File: src/rtl/flag_skip_pkg.sv
// Package: opcodes, bit positions and carriers for the flag skip tests
package flag_skip_pkg;
  localparam int OPC_W = 10;
  localparam logic [9:0] OPC_CONV_DONE = 10'h287;
  localparam logic [9:0] OPC_EXT_PIN = 10'h03A;
  localparam logic [9:0] OPC_POWERDOWN = 10'h003;
  localparam logic [9:0] OPC_SERIAL = 10'h288;
  localparam int CONV_IRQ_EN_BIT = 2;
  localparam int SERIAL_IRQ_EN_BIT = 3;
  localparam int EXT_POL_BIT = 2;
  localparam int CTRL_W = 4;

  typedef enum logic [2:0] {
    op_none,
    op_conv_done,
    op_ext_pin,
    op_powerdown,
    op_serial
  } skip_op_t;

  typedef struct packed {
    logic skip;
    logic clr_conv;
    logic clr_serial;
    logic hit;
  } skip_result_t;

  typedef struct packed {
    skip_op_t op;
    skip_result_t res;
  } skip_state_t;
endpackage : flag_skip_pkg

File: src/rtl/flag_skip_test_instructions.sv
// Decode and execute of the four single-word conditional-skip flag tests
`timescale 1ns/10ps

// Function
// - Conversion test skips on flag, clears it
// - Conversion test is no-op when enabled
// - Pin test skips on level per polarity
// - Power-down test skips on flag, keeps it
// - Serial test skips on flag, clears it
// - Serial test is no-op when enabled
module flag_skip_test_instructions (
  input wire logic mclk,
  input wire logic arst_n,
  input wire logic instr_valid,
  input wire logic [flag_skip_pkg::OPC_W-1:0] instr_opcode,
  input wire logic [flag_skip_pkg::CTRL_W-1:0] second_irq_control_reg,
  input wire logic [flag_skip_pkg::CTRL_W-1:0] ext_irq_control_reg,
  input wire logic conversion_done_flag,
  input wire logic serial_request_flag,
  input wire logic powerdown_flag,
  input wire logic ext_pin_level,
  output logic skip_next,
  output logic clear_conversion_done,
  output logic clear_serial_request,
  output logic decoded,
  output logic carry_write_en
);
  flag_skip_pkg::skip_state_t state_ff;
  flag_skip_pkg::skip_state_t nxt_state;
  logic conv_en;
  logic ser_en;
  logic pol;

  assign conv_en = second_irq_control_reg[flag_skip_pkg::CONV_IRQ_EN_BIT];
  assign ser_en = second_irq_control_reg[flag_skip_pkg::SERIAL_IRQ_EN_BIT];
  assign pol = ext_irq_control_reg[flag_skip_pkg::EXT_POL_BIT];

  // Result registered: the fetch decides in one instruction cycle
  always_comb
  begin
    nxt_state = '0;
    nxt_state.op = flag_skip_pkg::op_none;
    if (instr_valid)
    begin
      unique case (instr_opcode)
        flag_skip_pkg::OPC_CONV_DONE:
        begin
          nxt_state.op = flag_skip_pkg::op_conv_done;
          nxt_state.res.hit = 1'b1;
          if (!conv_en)
          begin
            nxt_state.res.skip = conversion_done_flag;
            nxt_state.res.clr_conv = 1'b1;
          end
        end
        flag_skip_pkg::OPC_EXT_PIN:
        begin
          nxt_state.op = flag_skip_pkg::op_ext_pin;
          nxt_state.res.hit = 1'b1;
          nxt_state.res.skip = (ext_pin_level == pol);
        end
        flag_skip_pkg::OPC_POWERDOWN:
        begin
          nxt_state.op = flag_skip_pkg::op_powerdown;
          nxt_state.res.hit = 1'b1;
          nxt_state.res.skip = powerdown_flag;
        end
        flag_skip_pkg::OPC_SERIAL:
        begin
          nxt_state.op = flag_skip_pkg::op_serial;
          nxt_state.res.hit = 1'b1;
          if (!ser_en)
          begin
            nxt_state.res.skip = serial_request_flag;
            nxt_state.res.clr_serial = 1'b1;
          end
        end
        default:
        begin
          nxt_state.op = flag_skip_pkg::op_none;
        end
      endcase
    end
  end

  always_ff @(posedge mclk or negedge arst_n)
  begin
    if (!arst_n)
      state_ff <= '0;
    else
      state_ff <= nxt_state;
  end

  assign skip_next = state_ff.res.skip;
  assign clear_conversion_done = state_ff.res.clr_conv;
  assign clear_serial_request = state_ff.res.clr_serial;
  assign decoded = state_ff.res.hit;
  // Never touches carry
  assign carry_write_en = 1'b0;

  // Fetch decode seen by the checks, kept apart from the state struct
  logic fetch_conv;
  logic fetch_pin;
  logic fetch_pd;
  logic fetch_serial;
  logic fetch_any;
  logic fetch_other;

  assign fetch_conv = instr_valid && (instr_opcode == flag_skip_pkg::OPC_CONV_DONE);
  assign fetch_pin = instr_valid && (instr_opcode == flag_skip_pkg::OPC_EXT_PIN);
  assign fetch_pd = instr_valid && (instr_opcode == flag_skip_pkg::OPC_POWERDOWN);
  assign fetch_serial = instr_valid && (instr_opcode == flag_skip_pkg::OPC_SERIAL);
  assign fetch_any = fetch_conv || fetch_pin || fetch_pd || fetch_serial;
  assign fetch_other = instr_valid && !fetch_any;

  // Every answer stands in the cycle right after its fetch
  chk_conv_skip_clear: assert property (@(posedge mclk) disable iff (!arst_n)
    fetch_conv && !conv_en
    |=> clear_conversion_done && skip_next == $past(conversion_done_flag))
    else $error("conversion test wrong");

  chk_conv_nop: assert property (@(posedge mclk) disable iff (!arst_n)
    fetch_conv && conv_en
    |=> !clear_conversion_done && !skip_next && decoded && !clear_serial_request)
    else $error("conversion test not a no-op");

  chk_conv_decoded: assert property (@(posedge mclk) disable iff (!arst_n)
    fetch_conv && !conv_en
    |=> decoded && !clear_serial_request)
    else $error("conversion test touched serial flag");

  chk_pin_level: assert property (@(posedge mclk) disable iff (!arst_n)
    fetch_pin
    |=> skip_next == ($past(ext_pin_level) == $past(pol)))
    else $error("pin test wrong");

  chk_pin_decoded: assert property (@(posedge mclk) disable iff (!arst_n)
    fetch_pin
    |=> decoded)
    else $error("pin test not decoded");

  chk_pin_no_clear: assert property (@(posedge mclk) disable iff (!arst_n)
    fetch_pin
    |=> !clear_conversion_done && !clear_serial_request)
    else $error("pin test cleared a flag");

  chk_pd_keep: assert property (@(posedge mclk) disable iff (!arst_n)
    fetch_pd
    |=> skip_next == $past(powerdown_flag) && !clear_conversion_done
        && !clear_serial_request)
    else $error("power-down test wrong");

  chk_pd_decoded: assert property (@(posedge mclk) disable iff (!arst_n)
    fetch_pd
    |=> decoded)
    else $error("power-down test not decoded");

  chk_serial_clear: assert property (@(posedge mclk) disable iff (!arst_n)
    fetch_serial && !ser_en
    |=> clear_serial_request && skip_next == $past(serial_request_flag))
    else $error("serial test wrong");

  chk_serial_decoded: assert property (@(posedge mclk) disable iff (!arst_n)
    fetch_serial && !ser_en
    |=> decoded && !clear_conversion_done)
    else $error("serial test touched conversion flag");

  chk_serial_nop: assert property (@(posedge mclk) disable iff (!arst_n)
    fetch_serial && ser_en
    |=> !clear_serial_request && !skip_next && decoded && !clear_conversion_done)
    else $error("serial test not a no-op");

  chk_clear_conv_src: assert property (@(posedge mclk) disable iff (!arst_n)
    clear_conversion_done
    |-> state_ff.op == flag_skip_pkg::op_conv_done)
    else $error("conversion clear from wrong instruction");

  chk_clear_ser_src: assert property (@(posedge mclk) disable iff (!arst_n)
    clear_serial_request
    |-> state_ff.op == flag_skip_pkg::op_serial)
    else $error("serial clear from wrong instruction");

  chk_one_cycle: assert property (@(posedge mclk) disable iff (!arst_n)
    fetch_any
    |=> decoded ##1 (decoded == $past(fetch_any)))
    else $error("result held beyond one cycle");

  chk_back_to_back: assert property (@(posedge mclk) disable iff (!arst_n)
    fetch_any ##1 fetch_any
    |=> decoded && $past(decoded))
    else $error("back to back results missing");

  chk_decode_exact: assert property (@(posedge mclk) disable iff (!arst_n)
    1'b1
    |=> decoded == $past(fetch_any))
    else $error("decode differs from fetched word");

  chk_other_quiet: assert property (@(posedge mclk) disable iff (!arst_n)
    fetch_other
    |=> !decoded && !skip_next && !clear_conversion_done
        && !clear_serial_request)
    else $error("foreign opcode gave a result");

  chk_idle_quiet: assert property (@(posedge mclk) disable iff (!arst_n)
    !instr_valid
    |=> !skip_next && !decoded && !clear_conversion_done && !clear_serial_request)
    else $error("result without instruction");

  chk_carry_quiet: assert property (@(posedge mclk) disable iff (!arst_n)
    !carry_write_en)
    else $error("carry write enabled");

  chk_skip_needs_hit: assert property (@(posedge mclk) disable iff (!arst_n)
    skip_next
    |-> decoded)
    else $error("skip without decoded instruction");

  chk_op_matches: assert property (@(posedge mclk) disable iff (!arst_n)
    decoded == (state_ff.op != flag_skip_pkg::op_none))
    else $error("decoded flag and operation disagree");

  chk_clears_exclusive: assert property (@(posedge mclk) disable iff (!arst_n)
    !(clear_conversion_done && clear_serial_request))
    else $error("both flag clears at once");
endmodule : flag_skip_test_instructions

File: config.mk
export PLATFORM = sky130hd
export DESIGN_NAME = flag_skip_test_instructions
export DESIGN_NICKNAME = d
export VERILOG_FILES = /design/src/rtl/flag_skip_pkg.sv /design/src/rtl/flag_skip_test_instructions.sv
export SDC_FILE = /design/constraint.sdc
export NUM_CORES = 1
export LEC_CHECK = 0
export BUFFER_PORTS_ARGS = -buffer_cell sky130_fd_sc_hd__buf_2
export CAP_MARGIN = 20
export CORE_AREA = 2 2 39 41
export CTS_BUF_LIST = sky130_fd_sc_hd__clkbuf_2
export DETAILED_ROUTE_END_ITERATION = 10
export DIE_AREA = 0 0 41 43
export SLEW_MARGIN = 5
export SYNTH_ARGS = -nofsm -noshare
export SYNTH_HDL_FRONTEND = slang
export SYNTH_SLANG_ARGS = --single-unit
File: constraint.sdc
create_clock -name mclk -period 1.2 [get_ports mclk]
set_input_delay 0.3 -clock mclk [delete_from_list [all_inputs] [get_ports mclk]]
set_output_delay 0.3 -clock mclk [all_outputs]
set_load 0.05 [all_outputs]
**After elaboration in Yosys (flattened, before gate mapping)**

Index checks and enable logic that the tools add are counted.

- Memories: 0
- Memory bits (read-only): 0
- Bits in latches: 0
- Register bits: 4
- Bits in writable memories: 0

- Multipliers: 0
- Reductions and logical operators: 1
- Multiplexer cells: 8
- Shifts and indexed selects: 0
- Order comparisons: 0
- Equality and inequality tests: 5
- Add/sub/neg operators: 0
- Bitwise logic cells: 0
- Divide/modulo/power cells: 0

Operators with widths:

| cell | number |
|---|---|
| $eq 10x10->1 const B | 2 |
| $eq 10x2->1 const B | 1 |
| $eq 10x6->1 const B | 1 |
| $mux 1 | 5 |
| $mux 4 | 1 |
| $pmux 1 s4 | 1 |
| $reduce_or 4->1 | 1 |
| $mux 2 | 1 |
| $eq 1x1->1 | 1 |

**Longest topological paths before layout**

- Word-level depth: 4
- Mapped depth: 4
- Gate-level depth less buffers: 4

**Least setup slack after synthesis**

OpenSTA, ideal clock, no wires.

- Kind: input-to-reg
- Start point: input instr_opcode[1] (netlist name)
- End point: register state_ff (netlist bit skip_next)
- Data required time: 1106 ps
- Stages on the path: 4
- Data arrival time: 1308 ps
- Setup time: 94 ps
- Setup slack: -201 ps
- Path through: or4b_4 -> nor3b_2 -> o21ai_1 -> a221oi_2

RTL lines:

| element | line | text |
|---|---|---|
| start: declaration | flag_skip_test_instructions.sv:15 | `input wire logic [flag_skip_pkg::OPC_W-1:0] instr_opcode,` |
| end signal: assignment | flag_skip_test_instructions.sv:91 | `state_ff <= nxt_state;` |
| end: declaration | flag_skip_test_instructions.sv:28 | `flag_skip_pkg::skip_state_t state_ff;` |

==> reports/results.tsv <==
stage	metric	value	unit
outcome	status	finished, violations left	
outcome	violations	setup timing	
worst_setup_path	cp_slowest_cell	or4b_4	
floorplanning	die_h	43	µm
detailed_routing	ant_nets	0	
worst_setup_path	cp.arrival	1420	ps
sta	setup_violations	1	
worst_setup_path	required	1310	ps
placement	port_buffers	23	
synth	synth_area	309	µm²
cts	htreeDepth	1	
sta	final_hold_viol_count	0	
power	total_power	0.357	mW
power	power_switching	0.0999	mW
global_routing	antenna_found_initial	0	
worst_setup_path	crit_type	input pin to register	
worst_setup_path	critPathMaxStageDelay	540	ps
detailed_routing	via_per_inst	4.58	
global_routing	grt_pass1_vias	402	
sta	period_share	109	%
layout	nets	96	
sta	timing.fmax	0.764	GHz
synth	synth_fp_nets	60	
sta	slew_viol_final	0	
power	p_int	0.257	mW
power	combPwrFrac	28.6	%
cts	cts_tree	built	
power	power_density	662	mW/mm²
detailed_routing	wl_per_cell	10.2	µm
detailed_routing	drt_first_pass_iters	2	
detailed_routing	totalWireLength	870	µm
sta	layout_setup_ws	-109	ps
synth	synth_warnings	0	
cts	clk_path_buf_depth	2	
sta	period_needed	1310	ps
synth	synth_seq_cells	4	
detailed_routing	vias	389	
placement	gp_congestion	0.693	
worst_hold_path	hold_class	input pin to register	
cts	cts_buffers	3	
cts	cts_num_sinks	4	
worst_setup_path	worstPathMaxFanout	3	
floorplanning	num_rows	14	
synth	synth_cells	35	
layout	synthToLayoutAreaGrowth	74.5	%
cts	clk_pin_slew_worst_paths	40	ps
layout	n_antenna_cell	0	
floorplanning	die_w	41	µm
sta	rsz0062_at_grt	true	
floorplanning	pin_count	30	
worst_setup_path	cp-end-kind	register	
global_routing	grt_overflow	0	
power	pwr-share-clk	33.5	%
power	vdd_drop_max	0.157	mV
floorplanning	floorplan.initialDensity	22.3	%
detailed_routing	drt_first_iter_violations	3	
global_routing	grt.total_usage	12.6	%
synth	synth_cell_types	22	
layout	drive_gt1_share	59.4	%
floorplanning	core-area	0.00138	mm²
flow_run	max_cap_violations	0	
power	seqPwrFrac	38.0	%
synth	ys_seq_area_share	32.4	%
detailed_routing	drc	0	
global_routing	grt_max_degree	5	
power	leakage	0.263	nW
synth	postSynthAreaPerCell	8.83	µm²
worst_setup_path	start_kind	input pin	
placement	dp_hpwl	743	µm
worst_setup_path	crit_chain	buf_6, or4b_4, nor3b_2, o21ai_1, a221oi_2	
global_routing	grt_pass1_wl	1480	µm
sta	worst_hold_slack	279	ps
cts	root_buffer	clkbuf_2	
floorplanning	die_area	0.00176	mm²
power	p_sw_share	28.0	%
## through the flow
step                setup WS (ps)  setup TNS [ps]  util [%]  instance area, µm²  instances
floorplan                    -166            -166         -                 309         35
global placement             -311            -942      35.9                 497         81
detailed placement           -330           -1030      35.9                 497         81
CTS                         -91.5           -91.5      38.3                 531         85
global route                 -139            -158      39.0                 539         85
finish                       -109            -109      39.0                 539         85
## flip-flops by register name (all words and copies together) (netlist names)
| name | count |
|---|---|
| decoded | 1 |
| skip_next | 1 |
| clear_conversion_done | 1 |
| clear_serial_request | 1 |
## layout make-up
| type | instances | area, µm² |
|---|---|---|
| Sequential cell | 4 | 100 |
| Fill cell | 148 | 845 |
| Tap cell | 16 | 20.0 |
| Timing Repair Buffer | 32 | 191 |
| Inverter | 2 | 7.51 |
| Multi-Input combinational cell | 28 | 205 |
| Clock buffer | 3 | 15.0 |
## power groups by stage
stage                     Sequential (mW)  Combinational [mW]  Clock, mW
final                               0.136               0.102      0.120
after global routing                0.135               0.113      0.140
after CTS                           0.136               0.102      0.130
after detailed placement            0.137              0.0956          0
after global placement              0.137              0.0937          0
after floorplan                     0.138              0.0316          0
## synth_stat cells
cell,n,area [µm²]
nand2_1,5,18.8
dfrtp_1,4,100
nor3_1,3,15.0
nor4_1,3,18.8
inv_1,2,7.51
o21ai_0,2,10.0
a21oi_1,1,5.00
a221oi_2,1,15.0
buf_4,1,7.51
conb_1,1,3.75
nand2b_1,1,6.26
nand3_1,1,5.00
nand4b_1,1,8.76
nor2_1,1,3.75
nor3b_1,1,7.51
nor3b_2,1,12.5
nor4_4,1,21.3
nor4b_1,1,8.76
o21ai_1,1,5.00
or2_2,1,6.26
or4b_4,1,13.8
xor2_1,1,8.76
## cell families after synthesis
logic type	Yosys count	share of synthesized area, %
and+or+nand+nor	21	47.4
AOI/OAI and AO/OA	5	11.3
DFF	4	32.4
buffers and inverters	3	4.86
xor gates and xnor gates	1	2.83
other	1	1.21
## metal layers
layer / share of wire, % / vias to the layer above / wire (µm) / GRT usage, %
met1: 39 / 173 / 342 / 14.8
met5: 0 / - / 0 / 0
met3: 10 / 0 / 90 / 3.14
li1: - / 196 / - / -
met2: 50 / 20 / 438 / 18.1
met4: 0 / 0 / 0 / 10.0
## final timing paths
| check | start | end | slack, ps | cells past startpoint |
|---|---|---|---|---|
| min in group asynchronous | arst_n | clear_serial_request | 430 | 2 |
| worst min-delay path | second_irq_control_reg[2] | clear_conversion_done | 280 | 2 |
| worst max-delay path | instr_opcode[1] | skip_next | -110 | 5 |
| max in group asynchronous | arst_n | clear_conversion_done | 650 | 2 |
## timing repair
item	in CTS	in global routing
endpoints found under the setup margin	3	4
buffers inserted	0	0
gates resized for setup	2	3
hold buffers	1	0
pin swaps	2	1
hold endpoints to repair	4	0
## worst max-delay path, delay by kind of cell
kind,cells,cell delay [ps]
AO/OA/AOI/OAI,2,310
AND/OR/NAND/NOR,2,710
buffers and inverters,1,90
## layout by cell type (no fill, tap or decap), drive strengths merged
| cell | Yosys | layout |
|---|---|---|
| a21oi | 1 | 1 |
| a221oi | 1 | 1 |
| buf | 1 | 31 |
| clkbuf | 0 | 3 |
| conb | 1 | 1 |
| dfrtp | 4 | 4 |
| dlygate4sd3 | 0 | 1 |
| inv | 2 | 2 |
| nand2 | 5 | 5 |
| nand2b | 1 | 1 |
| nand3 | 1 | 1 |
| nand4b | 1 | 1 |
| nor2 | 1 | 1 |
| nor3 | 3 | 3 |
| nor3b | 2 | 2 |
| nor4 | 4 | 4 |
| nor4b | 1 | 1 |
| o21ai | 3 | 3 |
| or2 | 1 | 1 |
| or4b | 1 | 1 |
| xor2 | 1 | 1 |
(Power assumes the default switching activity.)
